===== src/hdl/asr_pkg.sv =====
// Constants, register map and carrier types of the asynchronous serial receiver
// Notes on behaviour
// RL1 - Start and bit recovery run on a 16x baud tick; the shift register moves once per bit.
// RL2 - Two whole characters buffered while a third one is still being received.
// RL3 - Characters reach software only through the receive data register.
// RL4 - Software enables reception with continuous receive on, synchronous mode off, port on.
// RL5 - A falling edge on the receive line starts a character.
// RL6 - Half a bit after the edge the line must still read low.
// RL7 - A start bit high at its centre is dropped silently; edge search resumes.
// RL8 - Each data bit one bit time apart, majority voted, shifted in LSB first.
// RL9 - Stop bit sampled one bit after the last data bit; low means framing error.
// RL10 - A finished character enters the FIFO at once and the receive flag rises.
// RL11 - Each read of the receive data register pops the oldest character.
// RL12 - Receive flag is high while receiving is enabled and the FIFO is not empty.
// RL13 - Interrupt request needs receive, peripheral and global enables all set.
// RL14 - Each FIFO entry keeps its own framing error; the oldest one is shown.
// RL15 - Framing error is read-only, never blocks reception, and pops with its entry.
// RL16 - Port enable off clears the framing error; receive enable off leaves it.
// RL17 - A framing error alone raises no interrupt request.
// RL18 - A third character into a full FIFO sets overrun and stops further reception.
// RL19 - Overrun clears only when receive enable or port enable goes low.
// RL20 - Nine-bit mode shifts nine bits; the ninth of the oldest entry is readable.
// RL21 - Software reads ninth bit and framing error before popping the data register.
// RL22 - LSB first, one low start bit, high stop bit, line idles high.
// RL23 - Data, ninth bit and framing error are stored and popped together.
package asr_pkg;

  // Register offsets on the plain register port
  localparam int ADDR_W = 4;
  localparam logic [ADDR_W-1:0] ADDR_RX_STATUS_CONTROL = 4'h0;
  localparam logic [ADDR_W-1:0] ADDR_RX_DATA = 4'h1;
  localparam logic [ADDR_W-1:0] ADDR_TX_STATUS_CONTROL = 4'h2;
  localparam logic [ADDR_W-1:0] ADDR_BAUD_DIV_LOW = 4'h3;
  localparam logic [ADDR_W-1:0] ADDR_BAUD_DIV_HIGH = 4'h4;
  localparam logic [ADDR_W-1:0] ADDR_IRQ_ENABLE_1 = 4'h5;
  localparam logic [ADDR_W-1:0] ADDR_IRQ_FLAGS_1 = 4'h6;
  localparam logic [ADDR_W-1:0] ADDR_INT_CONTROL = 4'h7;

  // Field positions
  localparam int RSC_SERIAL_PORT_ENABLE_BIT = 7;
  localparam int RSC_RX9_BIT = 6;
  localparam int RSC_CONTINUOUS_RECEIVE_ENABLE_BIT = 4;
  localparam int RSC_FRAMING_ERROR_BIT = 2;
  localparam int RSC_OVERRUN_FLAG_BIT = 1;
  localparam int RSC_RECEIVED_NINTH_BIT_BIT = 0;
  localparam int TSC_SYNC_BIT = 4;
  localparam int IE1_RECEIVE_INTERRUPT_ENABLE_BIT = 5;
  localparam int IF1_RECEIVE_FLAG_BIT = 5;
  localparam int ICN_GIE_BIT = 7;
  localparam int ICN_PERIPHERAL_INTERRUPT_ENABLE_BIT = 6;

  // Reset values
  localparam logic [7:0] RESET_BYTE = 8'h00;
  localparam logic [15:0] RESET_DIVISOR = 16'h0000;

  // Timing on the 16x tick: votes taken at phases 7, 8 and 9, decision at 9
  localparam int OVERSAMPLE = 16;
  localparam logic [3:0] PHASE_DECIDE = 4'h9;
  localparam logic [3:0] BITS_EIGHT = 4'h8;
  localparam logic [3:0] BITS_NINE = 4'h9;
  localparam logic [1:0] FIFO_DEPTH = 2'h2;

  // Register port request
  typedef struct packed {
    logic [ADDR_W-1:0] addr;
    logic [7:0] wdata;
    logic wr;
    logic rd;
  } asr_bus_req_type;

  // One FIFO entry: all three fields pop together
  typedef struct packed {
    logic ninth;
    logic [7:0] data;
    logic framing_error;
  } asr_entry_type;

  typedef enum logic [1:0] {
    RX_IDLE,
    RX_START,
    RX_DATA,
    RX_STOP
  } asr_rx_state_type;

endpackage


===== src/hdl/asr_receiver.sv =====
// Asynchronous serial receiver with two-entry FIFO and register port
//
// Decided for this implementation: the register offsets and strobed register access.
`timescale 1ns/1ps
`default_nettype none
module asr_receiver
  import asr_pkg::*;
(
  // Clock and reset
  input wire logic clk_sys,
  input wire logic arst_n,
  // Register port
  input wire asr_bus_req_type bus_req,
  output logic [7:0] bus_rdata,
  // Serial line
  input wire logic receive_line_pin,
  // Receive interrupt request
  output logic rc_irq
);

  // Whole state of the block
  typedef struct packed {
    asr_rx_state_type st;
    logic [3:0] phase;
    logic [3:0] nbits;
    logic [8:0] shreg;
    logic [1:0] votes;
    logic line_prev;
    logic [15:0] baud_cnt;
    asr_entry_type [1:0] fifo;
    logic head;
    logic [1:0] count;
    logic overrun_flag;
    logic serial_port_enable;
    logic rx9;
    logic continuous_receive_enable;
    logic sync;
    logic receive_interrupt_enable;
    logic peripheral_interrupt_enable;
    logic global_interrupt_enable;
    logic [7:0] div_low;
    logic [7:0] div_high;
    logic [7:0] rdata;
  } asr_core_type;

  asr_core_type q, d;

  // Majority of three samples
  function automatic logic majority3(input logic [2:0] s);
    majority3 = (s[0] & s[1]) | (s[0] & s[2]) | (s[1] & s[2]);
  endfunction

  // Register port decode
  function automatic logic hit(input asr_bus_req_type r, input logic [ADDR_W-1:0] a);
    hit = (r.addr == a);
  endfunction

  logic tick;
  logic rx_en;
  logic maj;
  logic decide;
  logic receive_flag;
  logic framing_error_top;
  logic pop;
  logic push;
  logic [1:0] cnt_after_pop;
  logic head_after_pop;
  logic [3:0] bits_total;
  asr_entry_type new_entry;
  asr_entry_type top;

  // Status seen by software and the interrupt request
  always_comb begin
    top = q.fifo[q.head];
    rx_en = q.serial_port_enable & q.continuous_receive_enable & ~q.sync;
    receive_flag = rx_en & (q.count != 2'h0); // [RL12]
    framing_error_top = (q.count != 2'h0) & top.framing_error; // [RL14]
    rc_irq = receive_flag & q.receive_interrupt_enable & q.peripheral_interrupt_enable & q.global_interrupt_enable; // [RL13] [RL17]
    bus_rdata = q.rdata;
  end

  // Next state
  always_comb begin
    d = q;
    // Divider makes the 16x tick; period is divisor + 1 system clocks
    tick = (q.baud_cnt == 16'h0000); // [RL1]
    d.baud_cnt = tick ? {q.div_high, q.div_low} : q.baud_cnt - 16'h0001;
    maj = majority3({q.votes, receive_line_pin}); // [RL8]
    decide = tick & (q.phase == PHASE_DECIDE);
    bits_total = q.rx9 ? BITS_NINE : BITS_EIGHT; // [RL20]
    push = 1'b0;
    new_entry = '0;
    if (tick) begin
      d.votes = {q.votes[0], receive_line_pin};
      d.line_prev = receive_line_pin;
      d.phase = q.phase + 4'h1;
    end

    // Character recovery
    unique case (q.st)
      RX_IDLE: begin
        // Overrun blocks new characters until it is cleared
        if (tick && rx_en && !q.overrun_flag && q.line_prev && !receive_line_pin) begin // [RL5] [RL18] [RL22]
          d.st = RX_START;
          d.phase = 4'h1;
        end
      end
      RX_START: begin
        if (decide) begin // [RL6]
          d.st = maj ? RX_IDLE : RX_DATA; // [RL7]
          d.nbits = 4'h0;
        end
      end
      RX_DATA: begin
        if (decide) begin
          d.shreg = {maj, q.shreg[8:1]}; // [RL8] [RL22]
          d.nbits = q.nbits + 4'h1;
          if (q.nbits + 4'h1 == bits_total) begin
            d.st = RX_STOP;
          end
        end
      end
      RX_STOP: begin
        // A frame cut by disabling the receiver must not land in the FIFO
        if (decide && rx_en) begin // [RL9]
          push = 1'b1;
          d.st = RX_IDLE;
        end
      end
    endcase

    // Align the shifted bits; eight-bit frames sit one place high
    new_entry.framing_error = ~maj; // [RL9] [RL15]
    new_entry.data = q.rx9 ? q.shreg[7:0] : q.shreg[8:1]; // [RL23]
    new_entry.ninth = q.rx9 & q.shreg[8]; // [RL20]

    // Register reads; answer stands for one cycle only
    d.rdata = RESET_BYTE;
    pop = 1'b0;
    if (bus_req.rd) begin
      if (hit(bus_req, ADDR_RX_STATUS_CONTROL)) begin
        d.rdata[RSC_SERIAL_PORT_ENABLE_BIT] = q.serial_port_enable;
        d.rdata[RSC_RX9_BIT] = q.rx9;
        d.rdata[RSC_CONTINUOUS_RECEIVE_ENABLE_BIT] = q.continuous_receive_enable;
        d.rdata[RSC_FRAMING_ERROR_BIT] = framing_error_top;
        d.rdata[RSC_OVERRUN_FLAG_BIT] = q.overrun_flag;
        d.rdata[RSC_RECEIVED_NINTH_BIT_BIT] = (q.count != 2'h0) & top.ninth; // [RL20]
      end else if (hit(bus_req, ADDR_RX_DATA)) begin
        d.rdata = (q.count != 2'h0) ? top.data : RESET_BYTE; // [RL3]
        pop = (q.count != 2'h0); // [RL11]
      end else if (hit(bus_req, ADDR_TX_STATUS_CONTROL)) begin
        d.rdata[TSC_SYNC_BIT] = q.sync;
      end else if (hit(bus_req, ADDR_BAUD_DIV_LOW)) begin
        d.rdata = q.div_low;
      end else if (hit(bus_req, ADDR_BAUD_DIV_HIGH)) begin
        d.rdata = q.div_high;
      end else if (hit(bus_req, ADDR_IRQ_ENABLE_1)) begin
        d.rdata[IE1_RECEIVE_INTERRUPT_ENABLE_BIT] = q.receive_interrupt_enable;
      end else if (hit(bus_req, ADDR_IRQ_FLAGS_1)) begin
        d.rdata[IF1_RECEIVE_FLAG_BIT] = receive_flag;
      end else if (hit(bus_req, ADDR_INT_CONTROL)) begin
        d.rdata[ICN_GIE_BIT] = q.global_interrupt_enable;
        d.rdata[ICN_PERIPHERAL_INTERRUPT_ENABLE_BIT] = q.peripheral_interrupt_enable;
      end
    end

    // FIFO: pop first so a read in the same cycle makes room for a push
    cnt_after_pop = pop ? q.count - 2'h1 : q.count;
    head_after_pop = pop ? ~q.head : q.head;
    d.head = head_after_pop;
    d.count = cnt_after_pop;
    if (push) begin
      if (cnt_after_pop == FIFO_DEPTH) begin
        d.overrun_flag = 1'b1; // [RL18]
      end else begin
        d.fifo[head_after_pop ^ cnt_after_pop[0]] = new_entry; // [RL2] [RL10] [RL23]
        d.count = cnt_after_pop + 2'h1;
      end
    end

    // Register writes; flag and data registers are not writable
    if (bus_req.wr) begin
      if (hit(bus_req, ADDR_RX_STATUS_CONTROL)) begin
        d.serial_port_enable = bus_req.wdata[RSC_SERIAL_PORT_ENABLE_BIT];
        d.rx9 = bus_req.wdata[RSC_RX9_BIT];
        d.continuous_receive_enable = bus_req.wdata[RSC_CONTINUOUS_RECEIVE_ENABLE_BIT];
      end else if (hit(bus_req, ADDR_TX_STATUS_CONTROL)) begin
        d.sync = bus_req.wdata[TSC_SYNC_BIT];
      end else if (hit(bus_req, ADDR_BAUD_DIV_LOW)) begin
        d.div_low = bus_req.wdata;
      end else if (hit(bus_req, ADDR_BAUD_DIV_HIGH)) begin
        d.div_high = bus_req.wdata;
      end else if (hit(bus_req, ADDR_IRQ_ENABLE_1)) begin
        d.receive_interrupt_enable = bus_req.wdata[IE1_RECEIVE_INTERRUPT_ENABLE_BIT];
      end else if (hit(bus_req, ADDR_INT_CONTROL)) begin
        d.global_interrupt_enable = bus_req.wdata[ICN_GIE_BIT];
        d.peripheral_interrupt_enable = bus_req.wdata[ICN_PERIPHERAL_INTERRUPT_ENABLE_BIT];
      end
    end

    // Receiver off: abandon any frame, FIFO kept; receive enable off clears overrun
    if (!rx_en) begin
      d.st = RX_IDLE;
    end
    if (!q.continuous_receive_enable) begin
      d.overrun_flag = 1'b0; // [RL19]
    end
    // Port off resets the port: FIFO emptied, so framing error reads clear
    if (!q.serial_port_enable) begin
      d.overrun_flag = 1'b0; // [RL19]
      d.count = 2'h0; // [RL16]
      d.head = 1'b0;
      d.st = RX_IDLE;
    end
  end

  // State register
  always_ff @(posedge clk_sys or negedge arst_n) begin
    if (!arst_n) begin
      q <= '0;
      q.st <= RX_IDLE;
      q.line_prev <= 1'b1;
      q.baud_cnt <= RESET_DIVISOR;
    end else begin
      q <= d;
    end
  end

  // Receive flag follows FIFO and enables
  a_flag_follows_fifo: assert property (@(posedge clk_sys) disable iff (!arst_n)
    receive_flag == (q.serial_port_enable && q.continuous_receive_enable && !q.sync && q.count != 2'h0)) // [RL12]
    else $error("receive flag does not match fifo state");

  // Interrupt request gated by all three enables
  a_irq_all_enables: assert property (@(posedge clk_sys) disable iff (!arst_n)
    rc_irq |-> (q.receive_interrupt_enable && q.peripheral_interrupt_enable && q.global_interrupt_enable && q.count != 2'h0)) // [RL13]
    else $error("interrupt request without enables");

  // Framing error alone cannot request an interrupt
  a_framing_error_no_irq: assert property (@(posedge clk_sys) disable iff (!arst_n)
    (q.count == 2'h0) |-> !rc_irq) // [RL17]
    else $error("interrupt with empty fifo");

  // FIFO never exceeds two entries
  a_fifo_bound: assert property (@(posedge clk_sys) disable iff (!arst_n)
    q.count <= FIFO_DEPTH) // [RL2]
    else $error("fifo count above depth");

  // Read of data register pops one entry
  a_read_pops: assert property (@(posedge clk_sys) disable iff (!arst_n)
    (bus_req.rd && bus_req.addr == ADDR_RX_DATA && q.count != 2'h0 && !push && q.serial_port_enable)
    |=> (q.count == $past(q.count) - 2'h1 && q.head != $past(q.head))) // [RL11]
    else $error("data read did not pop fifo");

  // Read data matches the entry that was on top
  a_read_data: assert property (@(posedge clk_sys) disable iff (!arst_n)
    (bus_req.rd && bus_req.addr == ADDR_RX_DATA && q.count != 2'h0)
    |=> bus_rdata == $past(top.data)) // [RL3]
    else $error("read data is not the oldest character");

  // Start bit high at centre returns to idle without storing
  a_start_abort: assert property (@(posedge clk_sys) disable iff (!arst_n)
    (q.st == RX_START && decide && maj && rx_en)
    |=> (q.st == RX_IDLE && !q.overrun_flag == !$past(q.overrun_flag) && q.count <= $past(q.count))) // [RL7]
    else $error("false start bit not abandoned");

  // Overrun only from a push into a full fifo
  a_overrun_set: assert property (@(posedge clk_sys) disable iff (!arst_n)
    $rose(q.overrun_flag) |-> ($past(push) && $past(q.count) == FIFO_DEPTH && q.count == FIFO_DEPTH)) // [RL18]
    else $error("overrun set without full fifo");

  // Overrun holds while both enables stay on
  a_overrun_hold: assert property (@(posedge clk_sys) disable iff (!arst_n)
    (q.overrun_flag && q.continuous_receive_enable && q.serial_port_enable) |=> q.overrun_flag) // [RL19]
    else $error("overrun cleared while enabled");

  // Receive enable off clears overrun but keeps stored entries
  a_continuous_receive_enable_off: assert property (@(posedge clk_sys) disable iff (!arst_n)
    (!q.continuous_receive_enable && q.serial_port_enable && !pop) |=> (!q.overrun_flag && q.count == $past(q.count))) // [RL16] [RL19]
    else $error("receive disable changed fifo or kept overrun");

  // Port off empties the fifo, so framing error reads clear
  a_serial_port_enable_off: assert property (@(posedge clk_sys) disable iff (!arst_n)
    !q.serial_port_enable |=> (!framing_error_top && q.count == 2'h0 && !q.overrun_flag)) // [RL16]
    else $error("port disable did not reset receiver");

  // Character pushed at the stop decision, in the FIFO the cycle after
  a_push_timing: assert property (@(posedge clk_sys) disable iff (!arst_n)
    (q.st == RX_STOP && decide && q.count == 2'h0 && rx_en && !pop)
    |=> (q.count == 2'h1 && framing_error_top == !$past(maj))) // [RL9] [RL10]
    else $error("character not stored after stop bit");

endmodule
`default_nettype wire


===== config.mk =====
export PLATFORM = sky130hd
export DESIGN_NAME = asr_receiver
export DESIGN_NICKNAME = d
export VERILOG_FILES = /design/src/hdl/asr_pkg.sv /design/src/hdl/asr_receiver.sv
export SDC_FILE = /design/constraint.sdc
export NUM_CORES = 1
export LEC_CHECK = 0
export ABC_AREA = 0
export BUFFER_PORTS_ARGS = -buffer_cell sky130_fd_sc_hd__buf_2
export CORE_UTILIZATION = 50
export CTS_CLUSTER_DIAMETER = 40
export DETAILED_ROUTE_END_ITERATION = 6
export GPL_ROUTABILITY_DRIVEN = 0
export PLACE_DENSITY_LB_ADDON = 0.25
export SLEW_MARGIN = 20
export SYNTH_ARGS = -nofsm -noshare
export SYNTH_HDL_FRONTEND = slang
export SYNTH_SLANG_ARGS = --single-unit

===== constraint.sdc =====
create_clock -name clk_sys -period 2.8 [get_ports clk_sys]
set_clock_uncertainty 0.15 [all_clocks]
set_input_delay 0.28 -clock clk_sys [delete_from_list [all_inputs] [get_ports clk_sys]]
set_output_delay 0.28 -clock clk_sys [all_outputs]
set_load 0.1 [all_outputs]

; ---- Word-level counts from Yosys, hierarchy flattened
; Index checks and enable logic that the tools add are counted.
[op_classes]
eq_ne = 22
bitwise_logic = 25
n_reduce_logical = 24
muxes = 53
add_sub_neg = 5
n_lt_le_gt_ge = 3
[op_table]
columns = cell, count
row1 = two-way mux 8 bit, 5
row2 = two-way mux 10 bit, 3
row3 = two-way mux 2 bit, 13
row4 = bitwise mux 20 bit, 1
row5 = two-way mux 4 bit, 5
row6 = "!= test 4 bit, second input constant", 5
row7 = "equality test 4 x 3 -> 1 bit, second input constant", 4
row8 = zero test 16 bit, 1
row9 = two-way mux 16 bit, 1
row10 = "subtractor 16 x 1 -> 16 bit, second input constant", 1
row11 = two-way mux 1 bit, 15
row12 = AND 1 bit, 13
row13 = two-way mux 13 bit, 1
row14 = two-way mux 3 bit, 4
row15 = demux 10 bit (select 1 bit), 1
row16 = AND reduction 5 bit, 2
row17 = NOT 1 bit, 9
row18 = "adder 4 x 1 -> 4 bit, second input constant", 2
row19 = "equality test 4 x 2 -> 1 bit, second input constant", 2
row20 = one-hot mux 2 bit (4 select lines), 1
row21 = one-hot mux 4 bit (2 select lines), 1
row22 = AND reduction 2 bit, 4
row23 = AND reduction 7 bit, 1
row24 = "equality test 2 bit, second input constant", 3
row25 = 22 further kinds, 34
[totals]
regBits = 93
output_inout_bits = 9
word_cells = 158

; ---- Depth between registers and ports, before layout
; Gate-level depths: netlist (run 1).
[logic_depth]
depth_word = 11
ltp_mapped = 10

; ---- Worst setup path before layout (run 1)
; No wires, ideal clock.
[synth_path]
path_kind = register to output
start = register q[30] in the netlist's numbering
end = output rc_irq
stages_incl_launch_ff = 4
path_slack_ns = -0.495
arrival_ns = 2.865
path_cell_list = dfrtp_1 clkbuf_1 nand3b_1 nor3_1
[synth_via]
elab_chain_cells = 6
[synth_rtl]
columns = item, line_no
row1 = start: declaration, asr_receiver.sv:46  ; asr_core_type q, d;
row2 = AND 1 bit (2 in series), asr_receiver.sv:75  ; rx_en = q.serial_port_enable & q.continuous_receive_enable & ~q.sync;
row3 = AND 1 bit, asr_receiver.sv:76  ; receive_flag = rx_en & (q.count != 2'h0);
row4 = AND 1 bit (3 in series), asr_receiver.sv:78  ; rc_irq = receive_flag & q.receive_interrupt_enable & q.peripheral_interrupt_enable & q.global_interrupt_enable ...
row5 = end: declaration, asr_receiver.sv:18  ; output logic rc_irq
; Every way passes these cells.

; ---- Worst setup path in the final report (run 1)
[layout_path]
start = register q[32] in the netlist's numbering
end = register q[45] in the netlist's numbering
[layout_via]
elab_chain_cells = 11
word_cells_on_any_way = 17
cone_classes = add/sub (1) / order compare (2) / eq/ne (1) / mux (8) / bitwise (2) / reduce/logical (3)
[layout_rtl]
columns = item, line_no
row1 = nonzero test 2 bit, asr_receiver.sv:150  ; pop = (q.count != 2'h0);
row2 = two-way mux 1 bit, asr_receiver.sv:148  ; end else if (hit(bus_req, ADDR_RX_DATA)) begin
row3 = two-way mux 1 bit, asr_receiver.sv:141  ; if (hit(bus_req, ADDR_RX_STATUS_CONTROL)) begin
row4 = two-way mux 1 bit, asr_receiver.sv:140  ; if (bus_req.rd) begin
row5 = two-way mux 1 bit or two-way mux 2 bit (tied branches), "asr_receiver.sv:169, asr_receiver.sv:168"
row6 = bitwise XOR 1 bit, asr_receiver.sv:176  ; d.fifo[head_after_pop ^ cnt_after_pop[0]] = new_entry;
row7 = < comparator 1 x 2 -> 1 bit (implied by the code) or greater-or-equal comparator 1 bit (tied branches), asr_receiver.sv:176
row8 = logical AND 1 bit (implied by the code), asr_receiver.sv:176
row9 = two-way mux 10 bit (implied by the code), asr_receiver.sv:176
row10 = demux 10 bit (select 1 bit), asr_receiver.sv:176
row11 = bitwise mux 20 bit, asr_receiver.sv:176
; Several ways; a longest one is shown, not always the timed one.
; A chain may end at the register's enable or synchronous reset.

==> results of run 1 <==
cells in the final DEF, fill, tap and decap left out, types with 3 or more instances in the layout:
| cell | netlist | routed |
|---|---|---|
| o21a_1 | 4 | 4 |
| nor2_1 | 15 | 15 |
| nor4_1 | 5 | 5 |
| o22ai_1 | 3 | 3 |
| clkbuf_8 | 0 | 9 |
| or3_1 | 9 | 9 |
| nand3b_1 | 3 | 3 |
| dfrtp_1 | 92 | 92 |
| nor3_1 | 19 | 17 |
| and2_1 | 3 | 3 |
| buf_4 | 8 | 18 |
| inv_1 | 12 | 12 |
| o31ai_1 | 11 | 11 |
| mux2_4 | 10 | 10 |
| and3b_1 | 3 | 3 |
| o311ai_0 | 3 | 3 |
| a2bb2oi_1 | 3 | 3 |
| a22oi_1 | 4 | 4 |
| a21oi_1 | 12 | 12 |
| nand4_1 | 3 | 3 |
| xnor2_1 | 9 | 9 |
| mux2i_1 | 11 | 11 |
| o21ai_0 | 13 | 13 |
| nand2b_1 | 6 | 6 |
| nand2_1 | 19 | 19 |
| nand3_1 | 14 | 14 |
| xor2_1 | 5 | 5 |
| buf_2 | 3 | 24 |
| mux2_2 | 54 | 54 |
| ha_1 | 7 | 6 |
worst paths after layout:
path	startpoint	to	slack, ns	depth (start not counted)
worst max register to register	q[32]$_DFF_PN0_	q[45]$_DFFE_PN0P_	0.21	9
worst min register to register	q[55]$_DFF_PN0_	q[55]$_DFF_PN0_	0.36	1
worst min-delay path	bus_req[2]	q[16]$_DFFE_PN0P_	0.002	2
max in group asynchronous	arst_n	q[71]$_DFFE_PN1P_	1.49	3
worst max-delay path	q[32]$_DFF_PN0_	q[45]$_DFFE_PN0P_	0.21	9
min in group asynchronous	arst_n	q[84]$_DFFE_PN0P_	0.30	2
per-layer routing:
metal  part of all wire [%]  routed length, µm  track usage (%)
met5                      0                  0                0
met4                   0.91                 93             5.69
met3                    2.2                223             3.74
met2                     47               4880             34.4
met1                     49               5080             32.6
flip-flops by register name (all words and copies together) (netlist names):
| signal | cells |
|---|---|
| bus_rdata | 8 |
| q | 85 |
stage by stage:
step | TNS, ns | total power [mW]
finish | 0 | 3.46
CTS | 0 | 3.49
global route | 0 | 3.66
detailed placement | -1.23 | 2.57
global placement | -0.433 | 2.54
floorplan | 0 | 2.35
power groups by stage:
stage          clock, mW  combinational [mW]  sequential (mW)
2_1_floorplan          0               0.604             1.75
3_3_place_gp           0               0.716             1.82
3_5_place_dp           0               0.736             1.84
4_1_cts            0.934               0.743             1.81
5_1_grt            0.981               0.822             1.85
6_report           0.912               0.736             1.82
logic make-up (layout without fill, tap and decap cells):
family | count (synthesis) | in the layout | synth area share, %
compound gates | 74 | 74 | 10.7
xor+xnor | 14 | 14 | 2.53
fa+ha+maj | 8 | 8 | 2.01
buf+inv | 43 | 72 | 4.20
flops | 93 | 93 | 48.0
mux | 75 | 75 | 17.9
simple gates | 120 | 120 | 14.7
final cells by class:
| class | count | area (µm²) | share of cell area (%) |
|---|---|---|---|
| multi-input cells | 291 | 2340 | 43.7 |
| flip-flops and latches | 93 | 2330 | 43.5 |
| repair buffers | 44 | 285 | 5.32 |
| well taps | 129 | 161 | 3.01 |
| clock buffers | 10 | 128 | 2.38 |
| clock inverters | 6 | 70.1 | 1.31 |
| inverters | 12 | 45.0 | 0.841 |
critical path: cells and delay by family (launching register included):
kind	cells	cell delay, ns
mux	1	0.31
buf+inv	2	0.28
flops	1	0.42
fa+ha+maj	2	0.50
simple gates	3	0.66
xor+xnor	1	0.16
what timing repair did:
item,CTS,global route
hold buffers,1,0
hold endpoints to repair,44,0
setup buffers,0,0
==> results by group, run 1 <==
Status
  • Status: finished, final reports clean

Route
  • Iter 0 DRT Violations: 98
  • Count of TritonRoute iterations in the first routing pass: 5
  • WL per Instance: approximately 18 µm
  • DR DRC count: 0
  • Vias: about 3300
  • WL final: between 10 and 15 mm
  • Via/cell ratio: 5.69
  • Final ANT Viol Nets: 0

Synthesis
  • Avg Cell Area, Syn: 11.4 µm²
  • EDFF count, synth: 0
  • Post-synth top cells: 92 x dfrtp_1, 54 x mux2_2, 19 x nand2_1, 19 x nor3_1, 16 x clkbuf_1
  • Yosys warns: 0
  • Synth Instances: approximately 430
  • Main area contributors after synthesis: dfrtp_1 47%, mux2_2 13%, mux2_4 3.1%
  • Sequential share of the synthesized area: a little under half
  • Top-count cell post-synth: dfrtp_1
  • Cell variety after synth: 63
  • Post-synth top flop: dfrtp_1
  • Post-synth top area share: between 40 and 50%
  • Area leader, netlist: dfrtp_1
  • Async S/R FF share, synth: between 90% and 100%
  • Synthesized cell area: 4850 µm²
  • Synth Register Bits: 93
  • Mapped Nets: around 450

Pwr
  • Power share of the clock group: 26.3%
  • Cell internal pwr: between 2 and 2.5 mW
  • Pwr dens: 646 nW/µm²
  • Part of the power in combinational logic: a little over a fifth
  • Sequential power share: roughly 52%
  • Leakage power total: 2.37 nW
  • Switching fraction of total power: approximately 33%
  • Worst vdd ir: about 370 µV
  • Psw: roughly 1.1 mW

Floorplan
  • Core footprint: 9330 µm²
  • Starting Density: 52.0%
  • DIE WIDTH: slightly above 100 µm
  • # rows: 35
  • Die area: between 10000 and 15000 µm²
  • IO Pins: 26
  • Die H: 101 µm

Critical path
  • CP max FO: 10
  • Worst EP arrival: 2.69 ns
  • Worst endpoint required time: a little under 3 ns
  • CP Cell Sequence: inv_1 > ha_1 > nor3_1 > xnor2_1 > ha_2 > nor3_4 > nand4b_1 > buf_4 > mux2_4
  • Critical Path Slowest Stage Cell: dfrtp_1
  • CP Capture Type: flip-flop
  • CP Class: flip-flop to flip-flop
  • CP Launch Type: flip-flop
  • Max stage delay on crit path: between 0.4 and 0.5 ns

Clocking
  • Post-CTS sizing: 0
  • Clock sink total: between 90 and 100
  • Later-pin clock latency in the skew report: 0.37 ns
  • CTS root buf: clkbuf_8
  • Max clock buf depth: 2
  • CTS tree: yes
  • H-tree depth: 3
  • Worst-path clk slew: approximately 0.1 ns
  • CTS Buf Count: 9

Global routing
  • GRT Total Usage: between 20% and 30%
  • Initial antenna violation count: 0
  • First-pass GRT wire length: 17.1 mm
  • Remaining global-route overflow: 0
  • Vias in the first global route: 3281
  • Largest net degree at the start of global routing: 50

Timing
  • Part of the cycle the worst path needs: a little over 90%
  • Worst-margin pin slew: 0.580 ns
  • Fin. Hold Viols: 0
  • Hold slack: roughly 0.0016 ns
  • Setup violators final: 0
  • Final worst-path setup slack: roughly 0.21 ns
  • Slew margin rel.: about three fifths
  • Final Critical Period: ~2.6 ns
  • Final Max Slew Viols: 0
  • F_max: about 0.39 GHz
  • RSZ-0062 raised after global routing: no

Final layout
  • Layout Cells excl Fill: 585
  • Area growth, synth to finish: 10.4%
  • Design Area, Final: around 5400 µm²
  • Share of cells above drive strength 1: 30.3%
  • Final Core Density: between 50% and 60%
  • N_diodes: 0
  • Layout fillers: a little under 800
  • Final net count: between 400 and 500

Flow run
  • Max-cap viol count: 0

Placement
  • Placed Cells: roughly 570
  • Dpl cell area: between 5000 and 6000 µm²
  • PortBufs: 25
  • HPWL after DPL: approximately 7.6 mm
  • Pre-CTS WS: -0.103 ns

Min path
  • Hold Path Class: primary input to flip-flop
(Power assumes the default switching activity.)
==> inputs of run 2 (changes only) <==
--- a/config.mk
+++ b/config.mk
@@ -12,6 +12,7 @@
 export DETAILED_ROUTE_END_ITERATION = 6
 export GPL_ROUTABILITY_DRIVEN = 0
 export PLACE_DENSITY_LB_ADDON = 0.25
+export RECOVER_POWER = 100
 export SLEW_MARGIN = 20
 export SYNTH_ARGS = -nofsm -noshare
 export SYNTH_HDL_FRONTEND = slang
==> run 2 against run 1 <==
Against the previous run: count of clock-buffer cells in the layout did not move; critical path type unchanged; register-to-register slack got worse by 0.05 ns; sequential share of layout area rose by 0.65 points; final area fell by 1.5%; global-route usage did not move; combinational power fell by 1%; highest routed layer unchanged.
==> results by group, run 2 (same netlist as run 1, synthesis figures left out) <==
Final layout
  • Seq. cell area: between 2000 and 2500 µm²
  • N_diodes: 0
  • Layout fillers: between 800 and 900
  • Final net count: between 400 and 500
  • Largest register by flop count: q
  • Layout Cells excl Fill: 585
  • Share of cells above drive strength 1: 25.4%
  • Max reg flops: 85
  • Area growth, synth to finish: 8.76%
  • Most frequent cells in the layout: 92 x dfrtp_1, 54 x mux2_2, 19 x nand2_1
  • Commonest non-fill, non-tap cell in the layout: dfrtp_1
  • Multi-input gate area: ~2300 µm²

Clocking
  • Clock sink total: 93
  • Worst-path clk slew: about 0.10 ns
  • Post-CTS setup buffer count: 0
  • Later-pin clock latency in the skew report: about 0.36 ns
  • H-tree depth: 3
  • CTS root buf: clkbuf_8
  • CTS Buf Count: 9
  • Max clock buf depth: 2
  • CTS tree: yes

Timing
  • Setup violators final: 0
  • Final Max Slew Viols: 0
  • Fin. Hold Viols: 0
  • Slew margin rel.: roughly 21%
  • Setup TNS: 0 ns
  • RSZ-0062 raised after global routing: no
  • F_max: 0.380 GHz
  • Final Critical Period: 2.63 ns
  • Worst-margin pin slew: 1.20 ns
  • Part of the cycle the worst path needs: between 90% and 100%
  • Final worst-path setup slack: about 0.17 ns

Flow run
  • Max-cap viol count: 0

Critical path
  • CP Launch Type: flip-flop
  • CP Capture Type: flip-flop
  • FF-to-FF path depth: 9
  • CP max FO: 10
  • Worst endpoint required time: roughly 2.9 ns
  • CP Class: flip-flop to flip-flop
  • Worst EP arrival: between 2 and 3 ns

Pwr
  • Power, Total: ~3.5 mW
  • Leakage power total: approximately 2.3 nW
  • Worst vdd ir: 367 µV
  • Pwr dens: 654 nW/µm²

Floorplan
  • IO Pins: 26
  • Starting Density: between 50% and 60%
  • Die H: slightly above 100 µm
  • Core footprint: between 9000 and 10000 µm²
  • # rows: 35
  • DIE WIDTH: between 100 and 150 µm
  • Die area: between 10000 and 15000 µm²

Route
  • DR DRC count: 0
  • WL final: slightly above 10 mm
  • Count of TritonRoute iterations in the first routing pass: 5
  • Final ANT Viol Nets: 0
  • Via/cell ratio: between 5 and 6
  • Vias: 3346
  • WL per Instance: 17.6 µm
  • Iter 0 DRT Violations: about 110

Global routing
  • Vias in the first global route: between 3000 and 4000
  • Initial antenna violation count: 0
  • Largest net degree at the start of global routing: 50
  • First-pass GRT wire length: 17.1 mm
  • GRT Total Usage: 22.2%
  • Remaining global-route overflow: 0

Min path
  • Hold path cells: 2
  • Hold Path Class: primary input to flip-flop

Placement
  • Placed Cells: 568
  • Pre-CTS WS: -0.103 ns
  • HPWL after DPL: roughly 7.6 mm
  • PortBufs: 25

Status
  • Status: finished, final reports clean
run 2: cell types whose count changed in the layout (fill, tap and decap cells not counted), sizes merged:
| cell | delta |
|---|---|
| clkbuf | +17 |
| buf | -17 |
run 2: final timing paths:
path,from,end,slack (ns)
setup / recovery,q[32]$_DFF_PN0_,q[46]$_DFFE_PN0P_,0.17
hold / removal,bus_req[3],q[9]$_DFFE_PN0P_,0.01
setup reg to reg,q[32]$_DFF_PN0_,q[46]$_DFFE_PN0P_,0.17
hold reg to reg,q[45]$_DFFE_PN0P_,q[45]$_DFFE_PN0P_,0.36
max in group asynchronous,arst_n,q[59]$_DFF_PN0_,0.66
min in group asynchronous,arst_n,q[84]$_DFFE_PN0P_,0.50
run 2: timing repair:
action	CTS	global route
hold endpoints to repair	44	0
gates resized for setup	0	0
hold buffers	1	0
run 2: critical path, cell delays in order, from the launching register on:
cell,delay [ns]
dfrtp_1,0.42
inv_1,0.06
ha_1,0.27
nor3_1,0.37
xnor2_1,0.21
ha_2,0.26
nor3_4,0.05
nand4b_1,0.10
buf_2,0.27
mux2_1,0.36
run 2: per-stage QoR:
step / cell area, µm² / hold slack, ns / utilization [%]
floorplan: 4880 / -0.166 / -
detailed placement: 5150 / 0.176 / 55.2
global route: 5280 / 0.00469 / 56.6
CTS: 5360 / 0.00213 / 57.5
finish: 5280 / 0.0110 / 56.6
global placement: 5150 / 0.165 / 55.2
run 2: final cells by class:
cell class	count	share of cell area [%]
Clock buffer	10	2.42
Tap cell	129	3.06
Inverter	12	0.853
Timing Repair Buffer	44	4.48
Multi-Input combinational cell	291	43.8
Clock inverter	6	1.33
Sequential cell	93	44.1
run 2: routing by layer:
metal | GRT usage, % | wire length (µm)
met1 | 32.6 | 5020
met2 | 34.4 | 4920
met3 | 3.74 | 229
met4 | 5.69 | 115
met5 | 0 | 0
run 2: where the power goes:
group          switching, mW  internal (mW)
Combinational          0.400          0.328
Sequential             0.247           1.57
Clock                  0.484          0.422
Total                   1.13           2.32
